**src/rtl/csbt_pkg.sv**
```systemverilog
// Shared constants for the chip-select bus cycle timer.
package csbt_pkg;
  localparam int NCS = 5;
  localparam int TMG_W = 16;
  // Field positions of select_timing_reg.
  localparam int TF_CHG = 0;
  localparam int TF_SET = 2;
  localparam int TF_DLY = 3;
  localparam int TF_DS = 5;
  localparam int TF_CMD = 6;
  localparam int TF_RH = 11;
  localparam int TF_WH = 13;
  localparam int LEN_W = 6;
  localparam logic [1:0] IDLE_SAT = 2'h3;
  typedef enum logic [2:0] {
    PH_IDLE, PH_CHG, PH_SET, PH_DLY, PH_DS, PH_CMD, PH_HOLD
  } csbt_ph_t;
endpackage

```
**src/rtl/csbt_cycle_timer.sv**
```systemverilog
// Chip-select decode and bus-cycle phase sequencer.
`timescale 1ns/1ps
`default_nettype none
module csbt_cycle_timer
  import csbt_pkg::*;
#(
  parameter int AW = 24,
  parameter int DW = 16
) (
  input wire logic clk,
  input wire logic rst,
  input wire logic [NCS-1:0] strap_cs_en,
  input wire logic mux_mode,
  input wire logic ready_en,
  input wire logic [NCS-1:0][AW-1:0] select_region_base,
  input wire logic [NCS-1:0][AW-1:0] select_region_mask,
  input wire logic [NCS-1:0] select_function_en,
  input wire logic [NCS-1:0][TMG_W-1:0] select_timing_reg,
  input wire logic req_valid,
  output logic req_ready,
  input wire logic [AW-1:0] req_addr,
  input wire logic req_write,
  input wire logic [DW-1:0] req_wdata,
  output logic resp_valid,
  output logic [DW-1:0] resp_rdata,
  output logic [AW-1:0] bus_addr,
  output logic bus_ale,
  output logic bus_rd_n,
  output logic bus_wr_n,
  output logic [NCS-1:0] chip_select_n,
  output logic [DW-1:0] bus_ad_out,
  output logic bus_ad_oe,
  input wire logic [DW-1:0] bus_ad_in,
  input wire logic bus_ready
);
  csbt_ph_t phase_ff;
  csbt_ph_t nxt_phase;
  logic [LEN_W-1:0] len_ff [1:6];
  logic [LEN_W-1:0] cnt_ff;
  logic [2:0] cur_cs_ff, last_cs_ff;
  logic [1:0] last_chg_ff;
  logic [1:0] idle_ff;
  logic write_ff;
  logic [AW-1:0] addr_ff;
  logic [DW-1:0] wdata_ff;
  logic [NCS-1:0] strap_s1_ff, strap_s2_ff, strap_ff;
  logic [DW-1:0] din_s1_ff, din_s2_ff;
  logic rdy_s1_ff, rdy_s2_ff;
  logic [NCS-1:0] cs_live;
  logic [2:0] hit_cs;
  logic [TMG_W-1:0] tmg;
  logic [1:0] chg_eff;
  logic start, ph_end, cmd_end;

  // Pins from outside pass two flops before any logic reads them.
  always_ff @(posedge clk) begin
    strap_s1_ff <= strap_cs_en;
    strap_s2_ff <= strap_s1_ff;
    din_s1_ff <= bus_ad_in;
    din_s2_ff <= din_s1_ff;
    rdy_s1_ff <= bus_ready;
    rdy_s2_ff <= rdy_s1_ff;
  end

  // Straps are caught while reset is held, so they must be stable by then.
  always_ff @(posedge clk) begin
    if (rst) begin
      strap_ff <= strap_s2_ff;
    end
  end

  // Selects 1..4 need both strap and function enable; lowest index wins.
  always_comb begin
    cs_live = strap_ff & select_function_en;
    hit_cs = 3'h0;
    for (int i = NCS - 1; i >= 1; i--) begin
      if (cs_live[i] && ((req_addr ^ select_region_base[i])
          & select_region_mask[i]) == '0) begin
        hit_cs = 3'(i);
      end
    end
  end

  assign tmg = select_timing_reg[hit_cs];
  assign req_ready = (phase_ff == PH_IDLE);
  assign start = req_valid && req_ready;

  // Change clocks come from the previous select, less idle clocks seen.
  always_comb begin
    if (hit_cs == last_cs_ff || idle_ff >= last_chg_ff) begin
      chg_eff = 2'h0;
    end else begin
      chg_eff = last_chg_ff - idle_ff;
    end
  end

  assign cmd_end = (phase_ff == PH_CMD) && cnt_ff == '0
                   && (!ready_en || rdy_s2_ff);
  assign ph_end = (phase_ff == PH_CMD) ? cmd_end : (cnt_ff == '0);

  function automatic csbt_ph_t pick(input int from,
                                    input logic [LEN_W-1:0] l [1:6]);
    csbt_ph_t r;
    r = PH_IDLE;
    for (int i = 6; i >= 1; i--) begin
      if (i >= from && l[i] != '0) begin
        r = csbt_ph_t'(i);
      end
    end
    return r;
  endfunction

  logic [LEN_W-1:0] new_len [1:6];
  always_comb begin
    new_len[1] = LEN_W'(chg_eff);
    new_len[2] = LEN_W'(tmg[TF_SET]) + 6'h01;
    new_len[3] = LEN_W'(tmg[TF_DLY +: 2]);
    new_len[4] = LEN_W'(tmg[TF_DS]);
    new_len[5] = LEN_W'(tmg[TF_CMD +: 5]) + 6'h01;
    new_len[6] = req_write ? LEN_W'(tmg[TF_WH +: 2])
                           : LEN_W'(tmg[TF_RH +: 2]);
  end

  always_comb begin
    nxt_phase = phase_ff;
    if (start) begin
      nxt_phase = pick(1, new_len);
    end else if (phase_ff != PH_IDLE && ph_end) begin
      nxt_phase = pick(int'(phase_ff) + 1, len_ff);
    end
  end

  always_ff @(posedge clk) begin
    if (rst) begin
      phase_ff <= PH_IDLE;
      cnt_ff <= '0;
    end else begin
      phase_ff <= nxt_phase;
      if (nxt_phase != PH_IDLE && (start || ph_end)) begin
        cnt_ff <= (start ? new_len[int'(nxt_phase)]
                         : len_ff[int'(nxt_phase)]) - 6'h01;
      end else if (cnt_ff != '0) begin
        cnt_ff <= cnt_ff - 6'h01;
      end
    end
  end

  // Lengths and access data are frozen for the whole access.
  always_ff @(posedge clk) begin
    if (rst) begin
      for (int i = 1; i <= 6; i++) begin
        len_ff[i] <= '0;
      end
      cur_cs_ff <= 3'h0;
      write_ff <= 1'b0;
      addr_ff <= '0;
      wdata_ff <= '0;
    end else if (start) begin
      len_ff <= new_len;
      cur_cs_ff <= hit_cs;
      write_ff <= req_write;
      addr_ff <= req_addr;
      wdata_ff <= req_wdata;
    end
  end

  // The change length of a finished access is kept for the next switch.
  always_ff @(posedge clk) begin
    if (rst) begin
      last_cs_ff <= 3'h0;
      last_chg_ff <= 2'h0;
      idle_ff <= 2'h0;
    end else if (start) begin
      last_cs_ff <= hit_cs;
      last_chg_ff <= tmg[TF_CHG +: 2];
      idle_ff <= 2'h0;
    end else if (phase_ff == PH_IDLE && idle_ff != IDLE_SAT) begin
      idle_ff <= idle_ff + 2'h1;
    end
  end

  always_ff @(posedge clk) begin
    if (rst) begin
      resp_valid <= 1'b0;
      resp_rdata <= '0;
    end else begin
      resp_valid <= ph_end && phase_ff != PH_IDLE
                    && nxt_phase == PH_IDLE;
      // The pin value is two clocks old here, so a slow device needs a
      // command phase long enough to cover the synchroniser delay.
      if (cmd_end && !write_ff) begin
        resp_rdata <= din_s2_ff;
      end
    end
  end

  // Bus pins follow the phase; the address leads during change clocks.
  always_comb begin
    bus_addr = (phase_ff == PH_IDLE) ? '0 : addr_ff;
    bus_ale = (phase_ff == PH_CHG || phase_ff == PH_SET);
    bus_rd_n = !(phase_ff == PH_CMD && !write_ff);
    bus_wr_n = !(phase_ff == PH_CMD && write_ff);
    chip_select_n = '1;
    if (phase_ff > PH_CHG) begin
      chip_select_n[cur_cs_ff] = 1'b0;
    end
    bus_ad_out = '0;
    bus_ad_oe = 1'b0;
    if (mux_mode && phase_ff inside {PH_CHG, PH_SET, PH_DLY}) begin
      bus_ad_out = addr_ff[DW-1:0];
      bus_ad_oe = 1'b1;
    end else if (write_ff && phase_ff >= PH_DS) begin
      bus_ad_out = wdata_ff;
      bus_ad_oe = 1'b1;
    end
  end

  // Helper count of command-phase clocks for assertions.
  logic [LEN_W-1:0] a_cmd_cnt;
  always_ff @(posedge clk) begin
    if (rst || phase_ff != PH_CMD) begin
      a_cmd_cnt <= '0;
    end else begin
      a_cmd_cnt <= a_cmd_cnt + 6'h01;
    end
  end

  a_cs_onehot: assert property (
    @(posedge clk) disable iff (rst)
    $countones(~chip_select_n) <= 1)
    else $error("more than one select active");

  a_strap_gate: assert property (
    @(posedge clk) disable iff (rst)
    (phase_ff > PH_CHG) |-> (cur_cs_ff == 3'h0 || strap_ff[cur_cs_ff]))
    else $error("select used without strap enable");

  a_chg_switch: assert property (
    @(posedge clk) disable iff (rst)
    (start && hit_cs == last_cs_ff) |=> phase_ff != PH_CHG)
    else $error("change phase on same select");

  a_ale_setup: assert property (
    @(posedge clk) disable iff (rst)
    (phase_ff == PH_DLY || phase_ff == PH_CMD) |-> !bus_ale)
    else $error("latch enable high after setup");

  a_strobe_cmd: assert property (
    @(posedge clk) disable iff (rst)
    (!bus_rd_n || !bus_wr_n) |-> phase_ff == PH_CMD)
    else $error("strobe outside command phase");

  a_cmd_len: assert property (
    @(posedge clk) disable iff (rst)
    ($fell(phase_ff == PH_CMD) && !ready_en)
      |-> $past(a_cmd_cnt) == len_ff[5] - 6'h01)
    else $error("command phase length wrong");

  a_ready_hold: assert property (
    @(posedge clk) disable iff (rst)
    (phase_ff == PH_CMD && ready_en && !rdy_s2_ff) |=> phase_ff == PH_CMD)
    else $error("command ended without ready");

  a_read_cap: assert property (
    @(posedge clk) disable iff (rst)
    (cmd_end && !write_ff) |=> resp_rdata == $past(din_s2_ff))
    else $error("read data not captured");

  a_len_stable: assert property (
    @(posedge clk) disable iff (rst)
    (phase_ff != PH_IDLE && !start) |=> $stable(len_ff[5]))
    else $error("lengths changed mid access");

  a_phase_order: assert property (
    @(posedge clk) disable iff (rst)
    (phase_ff != PH_IDLE && nxt_phase != PH_IDLE && !start)
      |-> nxt_phase >= phase_ff)
    else $error("phases out of order");
endmodule
`default_nettype wire

```
**config.mk**
```make
export PLATFORM = sky130hd
export DESIGN_NAME = csbt_cycle_timer
export DESIGN_NICKNAME = d
export VERILOG_FILES = /design/src/rtl/csbt_pkg.sv /design/src/rtl/csbt_cycle_timer.sv
export SDC_FILE = /design/constraint.sdc
export NUM_CORES = 1
export LEC_CHECK = 0
export ABC_AREA = 1
export BUFFER_PORTS_ARGS = -buffer_cell sky130_fd_sc_hd__clkbuf_2
export CAP_MARGIN = 20
export CORE_AREA = 2 2 177 179
export DETAILED_ROUTE_END_ITERATION = 7
export DIE_AREA = 0 0 179 181
export SLEW_MARGIN = 0
export SYNTH_ARGS = -nofsm -noshare
export SYNTH_HDL_FRONTEND = slang
export SYNTH_SLANG_ARGS = --single-unit
```
**constraint.sdc**
```tcl
create_clock -name clk -period 2.9 [get_ports clk]
set_input_delay 0 -clock clk [delete_from_list [all_inputs] [get_ports clk]]
set_output_delay 0 -clock clk [all_outputs]
set_load 0.005 [all_outputs]
```
==> out/summary.log, run 1 <==
[routing] number of remaining DRC errors 0
[setup_path] count of buffering cells on the critical path with inverters included 2
[sta] Max Transition Viols Final 0
[synthesis] count of flip-flops with a built-in enable after synthesis 4
[setup_path] maximum net fanout on the critical path 6
[pwr] Net Sw Frac 0.394
[cts] Clk Tree Root Cell sky130_fd_sc_hd__clkbuf_16
[place] HPWL after DPL 29300 microns
[status] run status complete, no violations
[pwr] power per cell area 660 nW/um^2
[pwr] sw power 3280 uW
[pwr] clock group share of total power 0.269
[place] Setup WS pre-CTS -0.412 ns
[routing] ANT nets after route 0
[cts] latest clock arrival within the worst-skew pair 0.42 ns
[setup_path] Worst Setup Path Type flop to flop
[synthesis] Synth warnings 0
[synthesis] Synth Cell Area 7830 sq um
[setup_path] crit-path most repeated cell sky130_fd_sc_hd__nand3_1
[routing] final wirelength 35300 microns
[pwr] Logic pwr share 0.455
[synthesis] post-synthesis register bit count 135
[sta] fin worst setup slack 0.0229 ns
[routing] met3 layer wire length in the routed design 2060 microns
[die] boundary pin count 460
[setup_path] WP data arrival 3.19 ns
[place] number of port buffers 404
[sta] TNS Setup 0 ns
[synthesis] most frequent cell after synthesis sky130_fd_sc_hd__nand2_1
[global_routing] first-pass GRT wire length 52700 microns
[pwr] maximum vdd ir drop 0.373 mV
[global_routing] total global routing track utilization 0.216
[synthesis] most common flop cell mapped by yosys sky130_fd_sc_hd__dfxtp_1
[cts] TritonCTS buffer count 17
[setup_path] CP delay by family, top simple AND/OR/NAND/NOR gates
[synthesis] most used standard cells in the synthesized netlist sky130_fd_sc_hd__nand2_1, sky130_fd_sc_hd__nor2_1, sky130_fd_sc_hd__inv_1, sky130_fd_sc_hd__dfxtp_1, sky130_fd_sc_hd__nand3_1
[sta] Worst-Margin Slew 0.763 ns
[synthesis] async set or reset register ratio after synthesis 0
[die] die extent in y 181 microns
[routing] via count 9837
[layout] post-route non-filler standard cell count 2200
[sta] RSZ-0062 raised after global routing true
[sta] Min Clock Period, post-route 2.88 ns
[routing] number of detailed-routing iterations run before antenna repair 4
[sta] headroom to the max-slew limit 0.488
[synthesis] per-instance average area after synthesis 6.38 sq um
[routing] vias per cell 4.47
[setup_path] Setup crit end kind flop
[pwr] internal power consumption 5040 uW
[layout] Diodes inserted 0
[global_routing] vias in the first global route 9570
[global_routing] pin count of the biggest net entering global routing 35
[die] area of the core 30300 sq um
[synthesis] post-synthesis net count 1633
[pwr] leakage component of the power 0.00660 uW
[routing] uppermost layer routed met4
[setup_path] required time worst endpoint 3.22 ns
[sta] Worst Clk Skew 0.0135 ns
[routing] met2 wire length 17600 microns
[cts] Clock Pin Slew Worst Setup and Hold Paths 0.07 ns
[synthesis] library cells used by synthesis 49
[die] effective utilization at floorplan 0.258
[place] number of cells in the design after placement 2105
[global_routing] gr ovfl total 0
[synthesis] Area contributors post-synth sky130_fd_sc_hd__dfxtp_1, sky130_fd_sc_hd__nand2_1, sky130_fd_sc_hd__nor2_1, sky130_fd_sc_hd__nand3_1, sky130_fd_sc_hd__inv_1
[cts] level count of the clock H-tree 4
[layout] # nets final 2196
[sta] count of endpoints failing hold in the final timing report 0
[pwr] fraction of power consumed by sequential logic 0.275
[synthesis] Post-Synthesis Cells 1228
[synthesis] area leader, netlist sky130_fd_sc_hd__dfxtp_1
[die] Total Die Area 32400 sq um
[layout] fraction of final layout cells sized beyond drive strength 1 0.374
[cts] number of clock sinks 135
[synthesis] share of Yosys cell area claimed by the top area cell type 0.335
[setup_path] CP cell instances ha_1 > ha_4 > o221ai_1 > nand3_1 > nand3_1 > a221oi_4 > buf_6 > nand4_4 > nand2_4 > buf_4 > nor3_4 > nor2_4 > nand3_2 > nor2_2 > nand3_1 > nand2_1 > nor2_1
[job] maxcap violations 0
[routing] post-route met1 wirelength 15000 microns
[die] chip width 179 microns
[place] last weighted congestion value of the routability-driven placer 0.963
[routing] per-cell routed wire length 16.1 microns
[setup_path] delay contributed by the slowest stage of the critical path 0.33 ns
[setup_path] kind of start point of the critical path flop
[sta] final number of setup-violating endpoints 0
[min_path] worst min-delay path category primary input to flop
[cts] clock buffer depth 2
[global_routing] number of antenna violations at the first check in global routing 1
[sta] Max Clock Freq 0.348 GHz
[synthesis] sequential element share of the synthesized area 0.350
[cts] clock tree from TritonCTS built
[die] Cell Rows 64
[routing] Iteration-0 DRC Markers 485
[layout] post-synthesis to final-layout area growth 60.9%
[setup_path] Slowest cell on crit path sky130_fd_sc_hd__dfxtp_2
[sta] Period Utilization, post-route 0.992
[power groups by stage]
| stage | sequential [uW] | combinational (uW) | clock (uW) |
|---|---|---|---|
| floorplan | 2290 | 1780 | 0 |
| global placement | 2320 | 3190 | 0 |
| detailed placement | 2320 | 3220 | 0 |
| CTS | 2280 | 3510 | 2310 |
| global route | 2320 | 4160 | 2390 |
| finish | 2290 | 3790 | 2240 |
[sequential cells by signal, summed over array words and instances (netlist names), 4 cells and up]
signal       cells
addr_ff         24
din_s1_ff       16
din_s2_ff       16
resp_rdata      16
wdata_ff        16
len_ff          15
cnt_ff           6
strap_ff         4
strap_s1_ff      4
strap_s2_ff      4
[worst paths after layout]
kind                          from      endpoint  slack, ns  cells after the start
min reg2reg           din_s1_ff[7]  din_s2_ff[7]       0.33                      0
max                    phase_ff[0]     cnt_ff[5]       0.02                     17
max reg2reg            phase_ff[0]     cnt_ff[5]       0.02                     17
min          select_timing_reg[73]    len_ff[11]     0.0008                      5
[what timing repair did]
action | in CTS | in global routing
endpoints found under the hold margin | 45 | 0
gates cloned | 1 | 0
resized for setup | 28 | 64
hold buffers | 47 | 0
pin swaps | 24 | 41
endpoints found under the setup margin | 6 | 7
buffers inserted | 7 | 9
[layout by cell type (no fill, tap or decap), types with 17 or more instances in the layout]
cell | netlist | layout
sky130_fd_sc_hd__dlygate4sd3_1 | 0 | 47
sky130_fd_sc_hd__nand2_2 | 8 | 18
sky130_fd_sc_hd__inv_1 | 145 | 138
sky130_fd_sc_hd__a22o_1 | 17 | 17
sky130_fd_sc_hd__o21ai_0 | 68 | 62
sky130_fd_sc_hd__nor2_1 | 189 | 179
sky130_fd_sc_hd__nand2_1 | 333 | 317
sky130_fd_sc_hd__nand3_1 | 131 | 125
sky130_fd_sc_hd__dfxtp_1 | 131 | 129
sky130_fd_sc_hd__o22ai_1 | 32 | 32
sky130_fd_sc_hd__clkbuf_16 | 0 | 17
sky130_fd_sc_hd__clkbuf_2 | 0 | 404
sky130_fd_sc_hd__inv_2 | 20 | 23
sky130_fd_sc_hd__buf_4 | 2 | 117
[per-stage QoR]
stage	utilization	power, uW	instance area [sq um]	hold WS [ns]
after detailed placement	0.364	5540	11100	0.104
after global placement	0.364	5510	11100	0.102
after floorplan	-	4080	7840	0.0277
after CTS	0.406	8100	12300	0.00863
after global routing	0.415	8870	12600	0.00901
final	0.415	8320	12600	0.000750
[worst register-to-register path: cells and delay by family (launching register included)]
kind | cells | cell delay, ns
adder cells (fa/ha/maj) | 2 | 0.52
buffers and inverters | 2 | 0.32
flip-flops | 1 | 0.33
AND/OR/NAND/NOR | 11 | 1.11
AO/OA/AOI/OAI | 2 | 0.49
[layer usage]
metal  track usage  vias to the layer above
met5             0                        -
met3        0.0480                       41
li1              -                     5072
met4        0.0543                        0
met1         0.265                     4425
met2         0.378                      299
[kinds of logic (layout without fill, tap and decap cells)]
family	after synthesis	after routing	share of synthesized area
adder cells (fa/ha/maj)	12	12	0.0201
AO/OA/AOI/OAI	171	172	0.140
AND/OR/NAND/NOR	699	699	0.379
buffers and inverters	203	778	0.102
XOR/XNOR	8	8	0.00895
flip-flops	135	135	0.350
[area by class of cell]
type | instances | area (sq um)
inverter | 168 | 644
sequential | 135 | 2750
clock inverter | 15 | 175
multi-input combinational | 891 | 4610
tap | 396 | 495
timing repair buffer | 578 | 3510
clock buffer | 17 | 425
fill | 3170 | 17700
(Power assumes the default switching activity.)
==> run 2: changes to the inputs <==
==> constraint.sdc (replaced) <==
create_clock -name clk -period 2.9 [get_ports clk]
set_input_delay 0.58 -clock clk [delete_from_list [all_inputs] [get_ports clk]]
set_output_delay 0.58 -clock clk [all_outputs]
set_load 0.02 [all_outputs]
==> run 2 against run 1 <==
  * The run now ends with setup timing left
  * Sequential share of layout area shrank 0.16 points
  * First-iteration DRC count increased by 1.4%
  * Fmax down 7.4%
  * Power up 4.5%
  * Sequential cell count unchanged
  * Register-to-register slack got worse by 0.16 ns
  * Core utilization up 0.30 points
  * Wire length grew 5.1%
  * Via count grew 1.0%
  * Sequential power hardly changed
  * Clock power shrank 2%
  * Clock-buffer cell count did not move
  * Highest routed layer is now met5
==> out/summary.log, run 2 (same netlist as run 1, synthesis figures left out) <==
[setup_path] worst setup path endpoint cnt_ff[2] [was cnt_ff[5]]
[cts] latest clock arrival within the worst-skew pair 0.42 ns [about the same]
[setup_path] critical path depth 25 [was 17]
[sta] count of endpoints failing hold in the final timing report 0 [unchanged]
[sta] Max Clock Freq 0.322 GHz [was 0.348 GHz]
[pwr] total design power 8690 uW [was 8320 uW]
[place] last weighted congestion value of the routability-driven placer 0.979 [was 0.963]
[global_routing] gr ovfl total 0 [unchanged]
[routing] per-cell routed wire length 17.1 microns [was 16.1 microns]
[setup_path] critical register-to-register path endpoint cnt_ff[2] [was cnt_ff[5]]
[min_path] worst min-delay path category primary input to flop [unchanged]
[layout] most common library cell in the layout ignoring fill and taps sky130_fd_sc_hd__clkbuf_2 [unchanged]
[setup_path] Worst Setup Path Type primary input to flop [was flop to flop]
[sta] RSZ-0062 raised after global routing true [unchanged]
[sta] minimum hold slack 0.256 ns [was 0.000750 ns]
[pwr] leakage component of the power 0.00657 uW [was 0.00660 uW]
[place] number of cells in the design after placement 2100 [was 2105]
[place] Area after DPL 11100 sq um [about the same]
[routing] via count 9939 [was 9837]
[layout] post-synthesis to final-layout area growth 62.0% [was 60.9%]
[die] Cell Rows 64 [unchanged]
[die] Total Die Area 32400 sq um [unchanged]
[place] HPWL after DPL 30400 microns [was 29300 microns]
[cts] Clock Pin Slew Worst Setup and Hold Paths 0.08 ns [was 0.07 ns]
[pwr] clock group share of total power 0.254 [was 0.269]
[layout] Diodes inserted 0 [unchanged]
[sta] headroom to the max-slew limit 0.646 [was 0.488]
[pwr] Net Sw Frac 0.412 [was 0.394]
[global_routing] vias in the first global route 9594 [was 9570]
[die] chip width 179 microns [unchanged]
[setup_path] slack of the worst reg-to-reg path -0.14 ns [was 0.02 ns]
[layout] fraction of final layout cells sized beyond drive strength 1 0.417 [was 0.374]
[layout] # nets final 2161 [was 2196]
[routing] final wirelength 37100 microns [was 35300 microns]
[setup_path] kind of start point of the critical path primary input [was flop]
[routing] number of remaining DRC errors 0 [unchanged]
[sta] fin worst setup slack -0.209 ns [was 0.0229 ns]
[cts] number of clock sinks 135 [unchanged]
[cts] clock tree from TritonCTS built [unchanged]
[setup_path] crit-path most repeated cell sky130_fd_sc_hd__nor2_4 [was sky130_fd_sc_hd__nand3_1]
[global_routing] first-pass GRT wire length 53800 microns [was 52700 microns]
[routing] vias per cell 4.59 [was 4.47]
[pwr] maximum vdd ir drop 0.410 mV [was 0.373 mV]
[routing] number of detailed-routing iterations run before antenna repair 5 [was 4]
[layout] largest register by flop count addr_ff [unchanged]
[cts] level count of the clock H-tree 4 [unchanged]
[pwr] Logic pwr share 0.483 [was 0.455]
[cts] hold bufs inserted after CTS 0 [was 47]
[setup_path] cells on worst reg2reg path 20 [was 17]
[pwr] sw power 3580 uW [was 3280 uW]
[layout] number of flip-flops in the largest register 24 [unchanged]
[routing] Iteration-0 DRC Markers 492 [was 485]
[cts] Clk Tree Root Cell sky130_fd_sc_hd__clkbuf_16 [unchanged]
[layout] post-route non-filler standard cell count 2165 [was 2200]
[sta] final number of setup-violating endpoints 4 [was 0]
[min_path] Min-Delay Path Depth 1 [was 5]
[global_routing] number of antenna violations at the first check in global routing 3 [was 1]
[setup_path] delay contributed by the slowest stage of the critical path 0.22 ns [was 0.33 ns]
[status] run status finished, violations left [was complete, no violations]
[global_routing] pin count of the biggest net entering global routing 35 [unchanged]
[pwr] internal power consumption 5110 uW [was 5040 uW]
[setup_path] maximum net fanout on the critical path 8 [was 6]
[setup_path] count of buffering cells on the critical path with inverters included 7 [was 2]
[setup_path] Reg-to-Reg Start phase_ff[0] [unchanged]
[cts] clock buffer depth 2 [unchanged]
[job] maxcap violations 0 [unchanged]
[setup_path] worst setup path startpoint req_addr[5] [was phase_ff[0]]
[setup_path] CP delay by family, top simple AND/OR/NAND/NOR gates [unchanged]
[layout] most frequent cells in the layout sky130_fd_sc_hd__clkbuf_2, sky130_fd_sc_hd__nand2_1, sky130_fd_sc_hd__nor2_1 [unchanged]
[setup_path] Slowest cell on crit path sky130_fd_sc_hd__or2_1 [was sky130_fd_sc_hd__dfxtp_2]
[status] violated checks setup timing
[die] die extent in y 181 microns [unchanged]
[global_routing] total global routing track utilization 0.222 [was 0.216]
[setup_path] required time worst endpoint 3.25 ns [was 3.22 ns]
[cts] TritonCTS buffer count 17 [unchanged]
[layout] Layout Cell Area excl Fill 12700 sq um [was 12600 sq um]
[pwr] power per cell area 685 nW/um^2 [was 660 nW/um^2]
[die] effective utilization at floorplan 0.258 [unchanged]
[sta] Worst-Margin Slew 0.531 ns [was 0.763 ns]
[place] number of port buffers 404 [unchanged]
[setup_path] Setup crit end kind flop [unchanged]
[pwr] fraction of power consumed by sequential logic 0.263 [was 0.275]
[sta] Min Clock Period, post-route 3.11 ns [was 2.88 ns]
[sta] Worst Clk Skew 0.0127 ns [was 0.0135 ns]
[sta] TNS Setup -0.662 ns [was 0 ns]
[die] boundary pin count 460 [unchanged]
[routing] ANT nets after route 0 [unchanged]
[setup_path] WP data arrival 3.46 ns [was 3.19 ns]
[sta] Max Transition Viols Final 0 [unchanged]
[sta] Period Utilization, post-route 1.07 [was 0.992]
[die] area of the core 30300 sq um [unchanged]
run 2: cell types whose count changed in the layout (fill, tap and decap cells not counted), sizes merged:
cell	before	now
buf	127	162
bufinv	1	0
dlygate4sd3	47	0
clkinvlp	3	2
o211ai	3	2
clkinv	4	7
nand2	344	345
inv	175	174
clkbuf	421	398
run 2: timing repair:
action / in CTS / in global routing
gates cloned: 1 / 3
gates resized for setup: 42 / 182
setup endpoints to repair: 22 / 27
pin swaps: 19 / 68
setup buffers: 7 / 23
run 2: per-layer routing:
layer	track usage	part of all wire	routed length [microns]
met3	0.0444	0.060	2230
met1	0.278	0.43	15900
met2	0.386	0.49	18400
met4	0.0537	0.017	626
met5	0	0.00078	29
run 2: metrics by stage:
stage / util / worst slack, ns
3_5_place_dp: 0.365 / -0.794
6_report: 0.418 / -0.209
5_1_grt: 0.418 / -0.393
4_1_cts: 0.393 / -0.188
3_3_place_gp: 0.365 / -0.804
2_1_floorplan: - / -0.235
run 2: worst min-delay path by stage:
stage	from	to
2_1_floorplan	din_s1_ff[0]	din_s2_ff[0]
3_3_place_gp	din_s1_ff[7]	din_s2_ff[7]
3_5_place_dp	din_s1_ff[0]	din_s2_ff[0]
4_1_cts	strap_cs_en[1]	strap_s1_ff[1]
5_1_grt	bus_ad_in[1]	din_s1_ff[1]
6_report	strap_cs_en[1]	strap_s1_ff[1]
run 2: area by class of cell:
type	instances	area, sq um
clock buffer	17	425
clock inverter	15	173
fill	3223	17700
inverter	168	653
multi-input combinational	891	4830
sequential	135	2750
tap	396	495
timing repair buffer	543	3370
run 2: power by group through the flow:
stage / clock network (uW) / logic [uW] / registers, uW
floorplan: 0 / 1970 / 2290
global placement: 0 / 3450 / 2320
detailed placement: 0 / 3470 / 2320
CTS: 2260 / 3730 / 2280
global route: 2350 / 4580 / 2320
finish: 2200 / 4200 / 2290
run 2: worst register-to-register path, delay by kind of cell, from the launching register on:
| kind | cells | cell delay, ns |
|---|---|---|
| adders and majority gates | 2 | 0.52 |
| buffers and inverters | 6 | 0.79 |
| DFF | 1 | 0.33 |
| AOI/OAI and AO/OA | 5 | 0.71 |
| and+or+nand+nor | 7 | 0.62 |
